## config.mk

```make
export PLATFORM = sky130hd
export DESIGN_NAME = port_pin_function_select
export DESIGN_NICKNAME = d
export VERILOG_FILES = /design/src/rtl/pin_mux_pkg.sv /design/src/rtl/port_pin_function_select.sv
export SDC_FILE = /design/constraint.sdc
export NUM_CORES = 1
export LEC_CHECK = 0
export ABC_AREA = 1
export BUFFER_PORTS_ARGS = -buffer_cell sky130_fd_sc_hd__buf_2
export CORE_MARGIN = 3
export CORE_UTILIZATION = 45
export DETAILED_ROUTE_END_ITERATION = 8
export PLACE_DENSITY = 0.7
export SLEW_MARGIN = 0
export SYNTH_ARGS = -nofsm -noshare
export SYNTH_HDL_FRONTEND = slang
export SYNTH_SLANG_ARGS = --single-unit
export TNS_END_PERCENT = 100
```

## constraint.sdc

```tcl
create_clock -name clk_i -period 4.1 [get_ports clk_i]
set_input_delay 0.615 -clock clk_i [delete_from_list [all_inputs] [get_ports clk_i]]
set_output_delay 0.615 -clock clk_i [all_outputs]
set_load 0.02 [all_outputs]
```

## src/rtl/pin_mux_pkg.sv

```systemverilog
// Constants, types and tables shared by the pin function select logic.
// Assumes a single 250 MHz clock and a 32-bit classic Wishbone register bus.
package pin_mux_pkg;

	// ****************************************************************
	// Sizes and bus map
	// ****************************************************************
	localparam int          NUM_PINS      = 32;
	localparam int          NUM_SIGS      = 25;
	localparam int          NUM_IRQ       = 8;
	localparam int          NUM_AN        = 8;
	localparam int          ADR_W         = 8;
	localparam logic [7:0]  CTRL_RESET    = 8'h00;
	localparam logic [7:0]  LEVEL_REG_OFF = 8'h80;
	localparam logic [31:0] UNMAPPED_DATA = 32'h0000_0000;

	// ****************************************************************
	// Pin indices (register offset is index * 4)
	// ****************************************************************
	localparam logic [4:0] PIN_P30 = 5'h00;
	localparam logic [4:0] PIN_P31 = 5'h01;
	localparam logic [4:0] PIN_P32 = 5'h02;
	localparam logic [4:0] PIN_P34 = 5'h03;
	localparam logic [4:0] PIN_P36 = 5'h04;
	localparam logic [4:0] PIN_P37 = 5'h05;
	localparam logic [4:0] PIN_P40 = 5'h06;
	localparam logic [4:0] PIN_P54 = 5'h0e;
	localparam logic [4:0] PIN_P55 = 5'h0f;
	localparam logic [4:0] PIN_PA1 = 5'h11;
	localparam logic [4:0] PIN_PA3 = 5'h13;
	localparam logic [4:0] PIN_PA4 = 5'h14;
	localparam logic [4:0] PIN_PA5 = 5'h15;
	localparam logic [4:0] PIN_PB1 = 5'h18;
	localparam logic [4:0] PIN_PB2 = 5'h19;
	localparam logic [4:0] PIN_PB3 = 5'h1a;

	// ****************************************************************
	// Peripheral select codes
	// ****************************************************************
	localparam logic [4:0] SEL_HIZ   = 5'h00;
	localparam logic [4:0] SEL_01    = 5'h01;
	localparam logic [4:0] SEL_02    = 5'h02;
	localparam logic [4:0] SEL_03    = 5'h03;
	localparam logic [4:0] SEL_04    = 5'h04;
	localparam logic [4:0] SEL_05    = 5'h05;
	localparam logic [4:0] SEL_07    = 5'h07;
	localparam logic [4:0] SEL_0A    = 5'h0a;
	localparam logic [4:0] SEL_0B    = 5'h0b;
	localparam logic [4:0] SEL_0D    = 5'h0d;
	localparam logic [4:0] SEL_10    = 5'h10;
	localparam logic [4:0] SEL_TOUCH = 5'h19;
	localparam logic [4:0] SEL_1B    = 5'h1b;
	localparam logic [4:0] SEL_CAN   = 5'h1c;

	// ****************************************************************
	// Peripheral signal indices
	// ****************************************************************
	localparam logic [4:0] SIG_TIMER_CH4B_IO        = 5'h00;
	localparam logic [4:0] SIG_TIMER3_RESET_INPUT   = 5'h01;
	localparam logic [4:0] SIG_OUTPUT_DISABLE_INPUT = 5'h02;
	localparam logic [4:0] SIG_SERIAL1_RECEIVE      = 5'h03;
	localparam logic [4:0] SIG_TOUCH_CHANNEL_2      = 5'h04;
	localparam logic [4:0] SIG_TOUCH_CHANNEL_1      = 5'h05;
	localparam logic [4:0] SIG_SERIAL1_FLOW_CONTROL = 5'h06;
	localparam logic [4:0] SIG_TOUCH_CHANNEL_0      = 5'h07;
	localparam logic [4:0] SIG_TOUCH_CHANNEL_12     = 5'h08;
	localparam logic [4:0] SIG_CAN_TRANSMIT_OUT     = 5'h09;
	localparam logic [4:0] SIG_TIMER_CH4A_IO        = 5'h0a;
	localparam logic [4:0] SIG_TIMER3_OUTPUT        = 5'h0b;
	localparam logic [4:0] SIG_TOUCH_CHANNEL_11     = 5'h0c;
	localparam logic [4:0] SIG_CAN_RECEIVE_IN       = 5'h0d;
	localparam logic [4:0] SIG_TIMER_CH3B_IO        = 5'h0e;
	localparam logic [4:0] SIG_SERIAL5_CLOCK        = 5'h0f;
	localparam logic [4:0] SIG_TIMER_CH4D_IO        = 5'h10;
	localparam logic [4:0] SIG_TIMER5_PHASE_V_CAPT  = 5'h11;
	localparam logic [4:0] SIG_COMPARATOR1_OUTPUT   = 5'h12;
	localparam logic [4:0] SIG_TOUCH_CHANNEL_24     = 5'h13;
	localparam logic [4:0] SIG_TOUCH_CHANNEL_23     = 5'h14;
	localparam logic [4:0] SIG_LOW_POWER_TIMER_OUT  = 5'h15;
	localparam logic [4:0] SIG_TOUCH_CHANNEL_22     = 5'h16;
	localparam logic [4:0] SIG_SPI_SLAVE_SELECT_0   = 5'h17;
	localparam logic [4:0] SIG_TOUCH_CHANNEL_27     = 5'h18;

	// Level a peripheral input sees while no pin feeds it (idle high
	// for active-low and serial idle inputs)
	localparam logic [NUM_SIGS-1:0] SIG_IDLE = 25'h082_004e;

	// ****************************************************************
	// Types
	// ****************************************************************
	typedef enum logic [1:0] {dir_in, dir_out, dir_bidir} sig_dir_t;

	// Pin control register: bit7 analog, bit6 interrupt, bit5 reserved
	typedef struct packed {
		logic       analog_function_select;
		logic       interrupt_input_select;
		logic       reserved;
		logic [4:0] psel;
	} pin_ctrl_t;

	typedef struct packed {
		logic       valid;
		sig_dir_t   dir;
		logic [4:0] sig;
	} route_t;

	typedef struct packed {
		logic       valid;
		logic [2:0] line;
	} irq_map_t;

endpackage

```

## src/rtl/port_pin_function_select.sv

```systemverilog
// Per-pin function select: 32 pin control registers behind Wishbone,
// routing on-chip peripheral signals, interrupt lines and analog channels
// to package pins. Assumes pad inputs are asynchronous to clk_i and the
// pad ring resolves the pin level from pad_out_o and pad_oe_o.
// Pin k sits at byte offset 4*k; offset 0x80 reads filtered pin levels.
// Unlisted codes leave the pin undriven; software must not rely on it.
//
// The register offsets and the Wishbone interface to the registers were chosen for this implementation.
`timescale 1ns/1ps
`default_nettype none

module port_pin_function_select
	import pin_mux_pkg::*;
(
	// Clock and reset
	input  wire logic                            clk_i,
	input  wire logic                            resetn_i,
	// Wishbone classic slave
	input  wire logic                            wb_cyc_i,
	input  wire logic                            wb_stb_i,
	input  wire logic                            wb_we_i,
	input  wire logic [pin_mux_pkg::ADR_W-1:0]   wb_adr_i,
	input  wire logic [3:0]                      wb_sel_i,
	input  wire logic [31:0]                     wb_dat_i,
	output logic      [31:0]                     wb_dat_o,
	output logic                                 wb_ack_o,
	// Package pins
	input  wire logic [pin_mux_pkg::NUM_PINS-1:0] pad_in_i,
	output logic      [pin_mux_pkg::NUM_PINS-1:0] pad_out_o,
	output logic      [pin_mux_pkg::NUM_PINS-1:0] pad_oe_o,
	// On-chip peripherals
	input  wire logic [pin_mux_pkg::NUM_SIGS-1:0] periph_out_i,
	input  wire logic [pin_mux_pkg::NUM_SIGS-1:0] periph_oe_i,
	output logic      [pin_mux_pkg::NUM_SIGS-1:0] periph_in_o,
	// Interrupt lines and analog channel enables
	output logic      [pin_mux_pkg::NUM_IRQ-1:0]  external_interrupt_line_o,
	output logic      [pin_mux_pkg::NUM_AN-1:0]   analog_input_channel_en_o
);
	import pin_mux_pkg::*;

	// ****************************************************************
	// Routing tables
	// ****************************************************************

	// Select code to peripheral signal; anything unlisted stays Hi-Z
	function automatic route_t route_of(input logic [4:0] pin,
	                                    input logic [4:0] code);
		route_t r;
		// Codes without their own direction are two-way signals
		r = '{valid: 1'b1, dir: dir_bidir, sig: SIG_TIMER_CH4B_IO};
		case ({pin, code})
			// Port 3
			{PIN_P30, SEL_01}:    r.sig = SIG_TIMER_CH4B_IO;
			{PIN_P30, SEL_05}:    r = '{1'b1, dir_in, SIG_TIMER3_RESET_INPUT};
			{PIN_P30, SEL_07}:    r = '{1'b1, dir_in, SIG_OUTPUT_DISABLE_INPUT};
			{PIN_P30, SEL_0A}:    r = '{1'b1, dir_in, SIG_SERIAL1_RECEIVE};
			{PIN_P30, SEL_TOUCH}: r = '{1'b1, dir_out, SIG_TOUCH_CHANNEL_2};
			{PIN_P31, SEL_01}:    r.sig = SIG_TIMER_CH4D_IO;
			{PIN_P31, SEL_0B}:    r.sig = SIG_SERIAL1_FLOW_CONTROL;
			{PIN_P31, SEL_TOUCH}: r = '{1'b1, dir_out, SIG_TOUCH_CHANNEL_1};
			{PIN_P32, SEL_TOUCH}: r = '{1'b1, dir_out, SIG_TOUCH_CHANNEL_0};
			// Port 5
			{PIN_P54, SEL_01}:    r.sig = SIG_TIMER_CH4B_IO;
			{PIN_P54, SEL_TOUCH}:
				r = '{1'b1, dir_out, SIG_TOUCH_CHANNEL_12};
			{PIN_P54, SEL_CAN}:   r = '{1'b1, dir_out, SIG_CAN_TRANSMIT_OUT};
			{PIN_P55, SEL_01}:    r.sig = SIG_TIMER_CH4D_IO;
			{PIN_P55, SEL_02}:    r.sig = SIG_TIMER_CH4A_IO;
			{PIN_P55, SEL_05}:    r = '{1'b1, dir_out, SIG_TIMER3_OUTPUT};
			{PIN_P55, SEL_TOUCH}: r = '{1'b1, dir_out, SIG_TOUCH_CHANNEL_11};
			{PIN_P55, SEL_CAN}:   r = '{1'b1, dir_in, SIG_CAN_RECEIVE_IN};
			// Port A
			{PIN_PA1, SEL_07}:    r.sig = SIG_TIMER_CH3B_IO;
			{PIN_PA1, SEL_0A}:    r.sig = SIG_SERIAL5_CLOCK;
			{PIN_PA3, SEL_03}:    r.sig = SIG_TIMER_CH4D_IO;
			{PIN_PA3, SEL_04}:    r = '{1'b1, dir_in, SIG_TIMER5_PHASE_V_CAPT};
			{PIN_PA4, SEL_0D}:    r.sig = SIG_SPI_SLAVE_SELECT_0;
			{PIN_PA5, SEL_0D}:    r.sig = SIG_SPI_SLAVE_SELECT_0;
			{PIN_PA5, SEL_TOUCH}: r = '{1'b1, dir_out, SIG_TOUCH_CHANNEL_27};
			// Port B
			{PIN_PB1, SEL_10},
			{PIN_PB2, SEL_10}:    r = '{1'b1, dir_out, SIG_COMPARATOR1_OUTPUT};
			{PIN_PB1, SEL_TOUCH}: r = '{1'b1, dir_out, SIG_TOUCH_CHANNEL_24};
			{PIN_PB2, SEL_TOUCH}: r = '{1'b1, dir_out, SIG_TOUCH_CHANNEL_23};
			{PIN_PB3, SEL_1B}:
				r = '{1'b1, dir_out, SIG_LOW_POWER_TIMER_OUT};
			{PIN_PB3, SEL_TOUCH}: r = '{1'b1, dir_out, SIG_TOUCH_CHANNEL_22};
			default:              r.valid = 1'b0; // Hi-Z and reserved
		endcase
		return r;
	endfunction

	// Pins that can feed an external interrupt line
	function automatic irq_map_t irq_of(input logic [4:0] pin);
		irq_map_t m;
		m = '{valid: 1'b1, line: 3'h0};
		case (pin)
			// Port 3
			PIN_P30: m.line = 3'h0;
			PIN_P31: m.line = 3'h1;
			PIN_P32: m.line = 3'h2;
			PIN_P34: m.line = 3'h4;
			PIN_P36: m.line = 3'h2;
			PIN_P37: m.line = 3'h4;
			// Ports A and B
			PIN_PA3: m.line = 3'h6;
			PIN_PA4: m.line = 3'h5;
			PIN_PB1: m.line = 3'h4;
			default: m.valid = 1'b0;
		endcase
		return m;
	endfunction

	// ****************************************************************
	// Registers and wires
	// ****************************************************************
	// Control registers and decoded routes
	pin_ctrl_t             ctrl_reg      [NUM_PINS];
	route_t                route         [NUM_PINS];

	// Pad synchroniser and filtered levels
	logic [NUM_PINS-1:0]   sync1_reg;
	logic [NUM_PINS-1:0]   sync2_reg;
	logic [NUM_PINS-1:0]   sync3_reg;
	logic [NUM_PINS-1:0]   level_reg;

	// Next values of the registered outputs
	logic [NUM_PINS-1:0]   pad_out_next;
	logic [NUM_PINS-1:0]   pad_oe_next;
	logic [NUM_SIGS-1:0]   periph_in_next;
	logic [NUM_IRQ-1:0]    irq_next;
	logic [NUM_AN-1:0]     analog_next;

	// Bus slave
	logic                  ack_reg;
	logic [31:0]           dat_reg;
	logic [31:0]           rd_next;
	logic                  req;
	logic                  ctrl_hit;
	logic                  level_hit;
	logic [4:0]            idx;

	// ****************************************************************
	// Wishbone slave
	// ****************************************************************

	// Word index of the pin control registers; offsets 0x00 to 0x7c
	assign req       = wb_cyc_i & wb_stb_i;
	assign idx       = wb_adr_i[6:2];
	assign ctrl_hit  = ~wb_adr_i[7];
	assign level_hit = ({wb_adr_i[7:2], 2'b00} == LEVEL_REG_OFF);

	// Read mux; unmapped words answer with zero and ignore writes
	always_comb begin
		if (ctrl_hit) begin
			// Reserved bit 5 always reads zero
			rd_next = {24'h00_0000, ctrl_reg[idx][7:6], 1'b0,
			           ctrl_reg[idx].psel};
		end else if (level_hit) begin
			rd_next = level_reg;
		end else begin
			rd_next = UNMAPPED_DATA;
		end
	end

	// Ack one cycle after the request, then drop it for one cycle
	always_ff @(posedge clk_i or negedge resetn_i) begin
		if (!resetn_i) begin
			ack_reg <= 1'b0;
		end else begin
			ack_reg <= req & ~ack_reg;
		end
	end

	// Read data is caught when the request is taken and stands with ack
	always_ff @(posedge clk_i or negedge resetn_i) begin
		if (!resetn_i) begin
			dat_reg <= UNMAPPED_DATA;
		end else if (req && !ack_reg) begin
			dat_reg <= rd_next;
		end
	end

	// Both bus outputs come straight from flip-flops
	assign wb_ack_o = ack_reg;
	assign wb_dat_o = dat_reg;

	// ****************************************************************
	// Per-pin control, synchroniser and drive
	// ****************************************************************
	// One register, decoder and drive mux per pin
	genvar gi;
	generate
		for (gi = 0; gi < NUM_PINS; gi++) begin : g_pin
			// Write lands on the ack edge; byte lane 0 carries the field
			// Other words and lane-0-off writes leave it untouched
			always_ff @(posedge clk_i or negedge resetn_i) begin
				if (!resetn_i) begin
					ctrl_reg[gi] <= CTRL_RESET;
				end else if (req && ack_reg && wb_we_i && wb_sel_i[0] &&
				             ctrl_hit && idx == 5'(gi)) begin
					ctrl_reg[gi] <= {wb_dat_i[7:6], 1'b0, wb_dat_i[4:0]};
				end
			end

			// Decoded from the live register: one function at a time
			assign route[gi] = route_of(5'(gi), ctrl_reg[gi].psel);

			// Analog use takes the pin away from every digital driver
			always_comb begin
				pad_out_next[gi] = 1'b0;
				pad_oe_next[gi]  = 1'b0;
				if (!ctrl_reg[gi].analog_function_select &&
				    route[gi].valid) begin
					pad_out_next[gi] = periph_out_i[route[gi].sig];
					case (route[gi].dir)
						dir_out:   pad_oe_next[gi] = 1'b1;
						dir_bidir: pad_oe_next[gi] = periph_oe_i[route[gi].sig];
						default:   pad_oe_next[gi] = 1'b0;
					endcase
				end
			end
		end
	endgenerate

	// Three-stage synchroniser; a level counts once stages two and
	// three agree, so a single-cycle glitch never reaches a peripheral
	always_ff @(posedge clk_i or negedge resetn_i) begin
		if (!resetn_i) begin
			sync1_reg <= '0;
			sync2_reg <= '0;
			sync3_reg <= '0;
		end else begin
			sync1_reg <= pad_in_i;
			sync2_reg <= sync1_reg;
			sync3_reg <= sync2_reg;
		end
	end

	// Level changes only once stages two and three agree; slow pins only,
	// a pad change reaches the peripherals five edges later
	always_ff @(posedge clk_i or negedge resetn_i) begin
		if (!resetn_i) begin
			level_reg <= '0;
		end else begin
			level_reg <= (sync2_reg & sync3_reg) |
			             (level_reg & (sync2_reg ^ sync3_reg));
		end
	end

	// ****************************************************************
	// Peripheral inputs, interrupt lines, analog channels
	// ****************************************************************

	// Walk pins from the top so the lowest selected pin wins a shared input
	always_comb begin
		irq_map_t irq_hit;
		irq_hit        = '0;
		periph_in_next = SIG_IDLE;
		irq_next       = '0;
		// Only pins routed to an input or two-way signal feed a peripheral
		for (int p = NUM_PINS - 1; p >= 0; p--) begin
			if (!ctrl_reg[p].analog_function_select && route[p].valid &&
			    route[p].dir != dir_out) begin
				periph_in_next[route[p].sig] = level_reg[p];
			end
		end
		// Lines shared by several pins see the OR of them
		for (int p = 0; p < NUM_PINS; p++) begin
			irq_hit = irq_of(p[4:0]);
			if (ctrl_reg[p].interrupt_input_select &&
			    irq_hit.valid) begin
				irq_next[irq_hit.line] =
					irq_next[irq_hit.line] | level_reg[p];
			end
		end
	end

	// Port 4 pin k feeds converter channel k
	// Analog bits of other pins only force their pads undriven and cut them off from peripheral inputs
	always_comb begin
		for (int k = 0; k < NUM_AN; k++) begin
			analog_next[k] =
				ctrl_reg[PIN_P40 + k[4:0]].analog_function_select;
		end
	end

	// Pad drive is registered so a select change never glitches a pad
	always_ff @(posedge clk_i or negedge resetn_i) begin
		if (!resetn_i) begin
			pad_out_o <= '0;
			pad_oe_o  <= '0;
		end else begin
			pad_out_o <= pad_out_next;
			pad_oe_o  <= pad_oe_next;
		end
	end

	// Peripheral inputs; unrouted inputs rest at their idle level
	always_ff @(posedge clk_i or negedge resetn_i) begin
		if (!resetn_i) begin
			periph_in_o <= SIG_IDLE;
		end else begin
			periph_in_o <= periph_in_next;
		end
	end

	// Interrupt lines follow the filtered pin levels
	always_ff @(posedge clk_i or negedge resetn_i) begin
		if (!resetn_i) begin
			external_interrupt_line_o <= '0;
		end else begin
			external_interrupt_line_o <= irq_next;
		end
	end

	// Converter enables; a write shows one edge after it lands
	always_ff @(posedge clk_i or negedge resetn_i) begin
		if (!resetn_i) begin
			analog_input_channel_en_o <= '0;
		end else begin
			analog_input_channel_en_o <= analog_next;
		end
	end

endmodule // port_pin_function_select

`default_nettype wire

```

# Word-level counts from Yosys, hierarchy flattened

Cells that the tools add are included.

Word-level logic and storage cells: 515
Output and inout port bits: 138
Register bits after elaboration: 449

Eq/ne operators: 92
Mux-type cells: 173
$lt $le $gt $ge: 25
Reduce and logical (&&, ||, !) cells: 98
Bitwise operators: 20

Operator list:

| cell                                                               | count |
|---|---|
| 2-to-1 mux 25 bit                                                  | 12 |
| bitwise mux 25 bit                                                 | 11 |
| == test 5 bit (second input constant)                              | 30 |
| binary-select mux 1 bit (select 5 bit)                             | 24 |
| 2-to-1 mux 1 bit                                                   | 73 |
| logical AND 1 bit                                                  | 71 |
| == test 5 x 4 -> 1 bit (second input constant)                     | 13 |
| AND 32 bit                                                         | 2 |
| 2-to-1 mux 32 bit                                                  | 2 |
| demux 1 bit (select 5 bit)                                         | 12 |
| less-than comparator 5 x 6 -> 1 bit (second input constant)        | 10 |
| greater-or-equal comparator 5 x 1 -> 1 bit (second input constant) | 10 |
| == test 5 x 3 -> 1 bit (second input constant)                     | 9 |
| one-hot mux 7 bit (2 select lines)                                 | 3 |
| binary-select mux 8 bit (select 5 bit)                             | 1 |
| OR 32 bit                                                          | 1 |
| bitwise XOR 32 bit                                                 | 1 |
| == test 5 x 1 -> 1 bit (second input constant)                     | 5 |
| one-hot mux 5 bit (5 select lines)                                 | 1 |
| == test 2 x 1 -> 1 bit (second input constant)                     | 10 |
| == test 2 bit (second input constant)                              | 10 |
| == test 5 x 2 -> 1 bit (second input constant)                     | 4 |
| 2-to-1 mux 5 bit                                                   | 4 |
| inequality test 2 x 1 -> 1 bit (second input constant)             | 10 |
| 30 further kinds                                                   | 79 |

# Depth between registers and ports, before layout

Gate-level depths: netlist of run 1.

Depth after elaboration: 31
Mapped depth: 13

# Worst setup path after synthesis of run 1

Ideal clock, no wire load.

Kind: input to register
Start: input wb_adr_i[7] (netlist bit)
End: register ctrl_reg[119] (netlist bit)
Path buffers: 2
Stages: 9
Setup slack: 2.259 ns
Arrival: 1.707 ns
Setup time: 0.133 ns
Path through: inv_2 > nand4_1 > or2_4 > nor2_4 > buf_8 > nand2_4 > buf_6 > nand2_1 > o21ai_0

Longest elaborated chain between the ends: 3

Ends and longest elaborated chain:

| what                          | line                            | text |
|---|---|---|
| start, declared               | port_pin_function_select.sv:22  | `input wire logic [pin_mux_pkg::ADR_W-1:0] wb_adr_i,` |
| NOT 1 bit                     | port_pin_function_select.sv:150 | `assign ctrl_hit = ~wb_adr_i[7];` |
| logical AND 1 bit             | port_pin_function_select.sv:200 | `end else if (req && ack_reg && wb_we_i && wb_sel_i[0] &&` |
| logical AND 1 bit             | port_pin_function_select.sv:201 | `ctrl_hit && idx == 5'(gi)) begin` |
| end signal, assigned by index | port_pin_function_select.sv:202 | `ctrl_reg[gi] <= {wb_dat_i[7:6], 1'b0, wb_dat_i[4:0]};` |
| end, declared                 | port_pin_function_select.sv:118 | `pin_ctrl_t ctrl_reg [NUM_PINS];` |

Every way passes these cells.
A chain may end at the register's enable or synchronous reset.

# Final worst setup path of run 1

Start: input wb_adr_i[2] (netlist bit)
End: register dat_reg[7], in the netlist wb_dat_o[7]

Longest elaborated chain between the ends: 5
Elaborated cells between the ends (all ways): 7
Those cells by class: eq/ne: 1; mux: 5; bitwise: 1

Ends and longest elaborated chain:

| what                                   | line                            | text |
|---|---|---|
| NOT 5 -> 6 bit (not written as such)   | port_pin_function_select.sv:157 | `rd_next = {24'h00_0000, ctrl_reg[idx][7:6], 1'b0,` |
| binary-select mux 8 bit (select 5 bit) | port_pin_function_select.sv:157 |  |
| 2-to-1 mux 8 bit (2 in a row)          | --                              |  |
| 2-to-1 mux 32 bit *                    | port_pin_function_select.sv:155 | `if (ctrl_hit) begin` |
| end signal, assigned                   | port_pin_function_select.sv:180 | `dat_reg <= rd_next;` |
| end, declared                          | port_pin_function_select.sv:136 | `logic [31:0] dat_reg;` |

Mark *: on every way between the ends. The rest lies on a longest branch, timed or not. The select of a mux whose other input is x is not followed.

==> impl_metrics.tcl, run 1 <==
set metrics [dict create \
    multi_input_area_um2 6625 \
    via_per_inst 5.121 \
    synth_area_leaders "dfrtp_1, nand2_1, o21ai_0" \
    port_buffers 179 \
    grt_first_pass_wirelength_um 77050 \
    powerDensity_nw_per_um2 432.8 \
    cts_resized 0 \
    crit_path_end_kind "flip-flop" \
    grt_usage_pct 21.79 \
    dieHeight_um 210.4 \
    rr_worst_depth 6 \
    reg2reg_from "wb_ack_o$_DFF_PN0_" \
    synthCells 2091 \
    synth_common_cells "nand2_1, dfrtp_1, o21ai_0" \
    grt_max_degree 114 \
    postSynthAreaPerCell_um2 8.995 \
    final_antenna_net_count 0 \
    layout_setup_ws_ns 1.646 \
    rr_endpoint "ctrl_reg[70]$_DFFE_PN0P_" \
    arrival_ns 2.96 \
    fin_crit_sh_pct 59.84 \
    finalSetupViolCount 0 \
    max-clock-path-buffers 3 \
    htree_levels 2 \
    rsz0062_at_grt "no" \
    skew_ns 0.01947 \
    clk_pin_slew_ns 0.06 \
    maxCapViolCount 0 \
    first_pass_iters 6 \
    rows 74 \
    final_cells 2836 \
    yosys_warnings 0 \
    hold_path.class "in2async" \
    slew-limit-headroom_pct 29.31 \
    core_area_um2 41020 \
    clock-sinks 448 \
    drt_iter0_drc 1221 \
    rrSetupSlack_ns 2.08 \
    postCtsSetupBuffers 0 \
    placed_cells 2748 \
    seqCellArea_um2 11220 \
    cts_buffers 48 \
    start_util_pct 45.86 \
    drive_gt1_share_pct 14.07 \
    clk_latency_ns 0.59 \
    nFillCells 3732 \
    peakVddDrop_mv 0.3238 \
    fin_nets 2429 \
    wl_per_cell_um 16.84 \
    ys_types 39 \
    yosysTopAreaCellShare_pct 58.80 \
    dieArea_um2 44290 \
    drv_slew 0 \
    synth-async-reset-ratio_pct 100.0 \
    grt_overflow 0 \
    chipWidth_um 210.4 \
    status "completed" \
    pre_cts_ws_ns 1.155 \
    grt_pass1_vias 14471 \
    yosysMostFrequentCell "nand2_1" \
    max_freq_ghz 0.4076 \
    cts_tree "done" \
    dpl.hpwl_um 31560 \
    postCtsHoldBufs 0 \
    drt_wl_total_um 47750 \
    vias 14523 \
    yosysSeqAreaShare_pct 59.64 \
    area_growth_pct 14.90 \
    cts_root_buffer "clkbuf_16" \
    io_pins 269 \
    synth_ff_type "dfrtp_1" \
    startpoint_type "input pin" \
    synth_seq_cells 448 \
    fin_crit_ns 2.454 \
    p_leak_nw 11.17 \
    fin_tns_setup_ns 0 \
    largest_reg_flops 216 \
    postLayoutCoreUtil_pct 52.69 \
    critPathKind "in2reg" \
    required_ns 4.61 \
    netlist_area_um2 18810 \
    grt_antenna_before_repair 4 \
    crit_fanout 28 \
    drt_drc_violations_left 0 \
    worst_pin_slew_ns 1.059 \
    hold_viol 0 \
    synth-edff-count 0 \
    gp_congestion 0.8952 \
    synth_top_area_cell "dfrtp_1" \
    total_power_mw 9.354 \
]
cells by family after synthesis:
logic type                 share of synthesized area (%)
AOI/OAI and AO/OA                                  10.20
DFF                                                59.64
other                                            0.01994
adders and majority gates                          2.129
and+or+nand+nor                                    21.79
buffers and inverters                              6.226
where the power goes:
group | internal (mW) | leakage [nW] | switching (mW)
registers | 4.54 | 5.91 | 0.0686
clock network | 2.46 | 0.769 | 1.74
logic | 0.142 | 4.49 | 0.394
total | 7.15 | 11.2 | 2.21
routing by layer:
metal  vias to the layer above  GRT usage (%)  wire [µm]
met1                      6974          29.04      20090
met4                         2          8.868       1746
met2                       497          36.21      22980
met5                         -              0         12
li1                       6932              -          -
met3                       118          3.200       2915
worst max-delay path: stages:
cell     delay [ns]
buf_2          0.51
nand2_1        0.38
inv_2          0.54
nand2_1        0.10
nand2_1        0.09
nor2_1         0.06
nor2_1         0.10
nor2_1         0.07
nand2_1        0.11
nand3_1        0.18
a21oi_1        0.18
layout make-up:
class | count | area share (%)
inverters | 92 | 1.598
clock inverters | 13 | 0.5847
diodes | 2 | 0.02316
multi-input cells | 1466 | 30.65
clock buffers | 73 | 6.594
flip-flops and latches | 448 | 51.91
repair buffers | 210 | 5.558
well taps | 532 | 3.080
worst max path at each step:
stage                start                        end  slack (ns)
2_1_floorplan  wb_adr_i[7]  ctrl_reg[119]$_DFFE_PN0P_        2.26
3_3_place_gp   wb_adr_i[3]    wb_dat_o[7]$_DFFE_PN0P_        1.19
3_5_place_dp   wb_adr_i[3]    wb_dat_o[7]$_DFFE_PN0P_        1.15
4_1_cts        wb_adr_i[3]    wb_dat_o[7]$_DFFE_PN0P_        1.77
5_1_grt        wb_adr_i[2]    wb_dat_o[7]$_DFFE_PN0P_        1.57
6_report       wb_adr_i[2]    wb_dat_o[7]$_DFFE_PN0P_        1.65
metrics by stage:
stage	area [µm²]	hold slack, ns
final	21610	0.1237
after global routing	21610	0.1156
after CTS	21610	0.1044
after detailed placement	20060	0.3347
after global placement	20060	0.3323
after floorplan	19010	0.3194
cell usage in the layout (no fill, tap or decap), types with 6 or more instances in the layout:
master / netlist / layout
a21o_1: 33 / 33
a21oi_1: 48 / 48
buf_2: 27 / 178
buf_4: 47 / 26
clkbuf_1: 49 / 12
clkbuf_16: 0 / 48
clkbuf_8: 0 / 13
clkinv_2: 0 / 8
conb_1: 1 / 55
dfrtp_1: 442 / 442
dfstp_2: 6 / 6
ha_1: 32 / 32
inv_1: 84 / 84
nand2_1: 791 / 791
nand2_2: 11 / 11
nand2_4: 10 / 10
nand3_1: 51 / 51
nand4_1: 10 / 10
nor2_1: 117 / 116
nor3_1: 10 / 10
nor4_1: 6 / 6
o21ai_0: 235 / 235
o21ai_1: 33 / 33
(Power assumes the default switching activity.)
==> run 2, diff against run 1 <==
Settings changed: PLACE_DENSITY 0.7 to 0.73.
Clock period 4.1 ns to 2.2 ns, I/O delays scaled along.
==> run 2 against run 1 <==
Effect of this change:
- clock-buffer cell count shrank 12
- power is 88% higher
- highest routed layer unchanged
- clock power rose by 88%
- largest cell class unchanged
- worst setup slack lost 1.3 ns
- combinational power rose by 110%
- first-iteration DRC count increased by 2.4%
- critical path type is now reg2reg
==> impl_metrics.tcl, run 2 (synthesized netlist as in run 1, its figures left out) <==
set metrics [dict create \
    status "completed" \
    cts_tree "done" \
    worst_path_most_repeated_cell "nand2_1" \
    final_antenna_net_count 0 \
    crit_path_end_kind "flip-flop" \
    crit_fanout 14 \
    p_leak_nw 11.52 \
    min_from "periph_oe_i[0]" \
    finalSetupViolCount 0 \
    grt_first_pass_wirelength_um 77700 \
    cts_root_buffer "clkbuf_16" \
    drt_wl_total_um 48070 \
    grt_max_degree 97 \
    drt_iter0_drc 1250 \
    critPathMaxStageDelay_ns 0.38 \
    final_common_cell "nand2_1" \
    hold_path.class "in2reg" \
    rsz0062_at_grt "no" \
    first_pass_iters 5 \
    cts_resized 0 \
    htree_levels 2 \
    peakVddDrop_mv 0.8616 \
    grt_antenna_before_repair 2 \
    fin_crit_ns 1.849 \
    fin_nets 2500 \
    crit_start "wb_ack_o$_DFF_PN0_" \
    critPathSlowestCell "dfrtp_1" \
    hold_ws_ns 0.03324 \
    critPathBufInv 0 \
    io_pins 269 \
    dieArea_um2 44290 \
    start_util_pct 45.86 \
    port_buffers 179 \
    postCtsSetupBuffers 0 \
    slew-limit-headroom_pct 64.71 \
    required_ns 2.65 \
    powerDensity_nw_per_um2 787.6 \
    chipWidth_um 210.4 \
    clk_latency_ns 0.59 \
    via_per_inst 5.091 \
    rows 74 \
    postCtsHoldBufs 41 \
    drv_slew 0 \
    max-clock-path-buffers 3 \
    grt_usage_pct 21.96 \
    fin_crit_sh_pct 84.04 \
    gp_congestion 0.9020 \
    critPathKind "reg2reg" \
    clk_pin_slew_ns 0.06 \
    dpl.hpwl_um 32090 \
    dieHeight_um 210.4 \
    wl_per_cell_um 16.53 \
    area_growth_pct 18.76 \
    arrival_ns 2.30 \
    largest_reg_flops 216 \
    grt_overflow 0 \
    core_area_um2 41020 \
    crit_family "simple AND/OR/NAND/NOR gates" \
    drt_drc_violations_left 0 \
    vias 14806 \
    final_cell_mix "nand2_1, dfrtp_1, o21ai_0, buf_2, nor2_1" \
    maxCapViolCount 0 \
    max_freq_ghz 0.5409 \
    cts_buffers 47 \
    fin_tns_setup_ns 0 \
    hold_viol 0 \
    drive_gt1_share_pct 15.21 \
    reg2reg_from "wb_ack_o$_DFF_PN0_" \
    grt_pass1_vias 14753 \
    worst_pin_slew_ns 0.5254 \
    startpoint_type "flip-flop" \
    path_cells "nand4_1 -> or2_4 -> nor2_4 -> nand2_1 -> nand2_1 -> o21ai_0" \
    clock-sinks 448 \
    skew_ns 0.01770 \
]
-- run 2: power by group --
| group | internal, mW | switching [mW] | leakage, nW | total, mW |
|---|---|---|---|---|
| sequential | 8.47 | 0.132 | 5.91 | 8.60 |
| clock | 4.58 | 3.32 | 0.780 | 7.90 |
| combinational | 0.347 | 0.751 | 4.83 | 1.10 |
-- run 2: final timing paths --
path	end	slack (ns)	cells past startpoint
max	ctrl_reg[46]$_DFFE_PN0P_	0.35	6
min	pad_oe_o[0]$_DFF_PN0_	0.03	3
max reg2reg	ctrl_reg[46]$_DFFE_PN0P_	0.35	6
min reg2reg	sync2_reg[3]$_DFF_PN0_	0.34	0
max in group asynchronous	periph_in_o[23]$_DFF_PN1_	1.19	3
min in group asynchronous	ctrl_reg[137]$_DFFE_PN0P_	0.22	2
-- run 2: worst min-delay path, cell delays in order --
cell	delay, ns
buf_2	0.11
nand2_1	0.05
a21boi_0	0.07
-- run 2: through the flow --
stage | instance area, µm² | std cells | power (mW) | utilization, % | setup slack (ns)
after floorplan | 19010 | 2145 | 9.256 | - | 0.5782
after global placement | 20360 | 2779 | 9.755 | 49.65 | 0.2325
after detailed placement | 20360 | 2779 | 9.788 | 49.65 | 0.1429
after CTS | 22330 | 2906 | 17.78 | 54.45 | 0.3380
after global routing | 22340 | 2907 | 18.27 | 54.45 | 0.1957
final | 22340 | 2908 | 17.59 | 54.46 | 0.3511
-- run 2: layout make-up --
cell class                 count  area [µm²]
fill                        3610       18680
sequential                   448       11220
multi-input combinational   1466        6625
timing repair buffer         282        1919
clock buffer                  61        1309
tap                          532       665.6
inverter                      92       345.3
clock inverter                25       250.2
antenna                        2       5.005
-- run 2: routing by layer --
layer | global-route usage, % | wire length, µm
met1 | 29.18 | 20090
met2 | 36.82 | 23350
met3 | 3.215 | 3094
met4 | 8.499 | 1528
met5 | 0 | 10
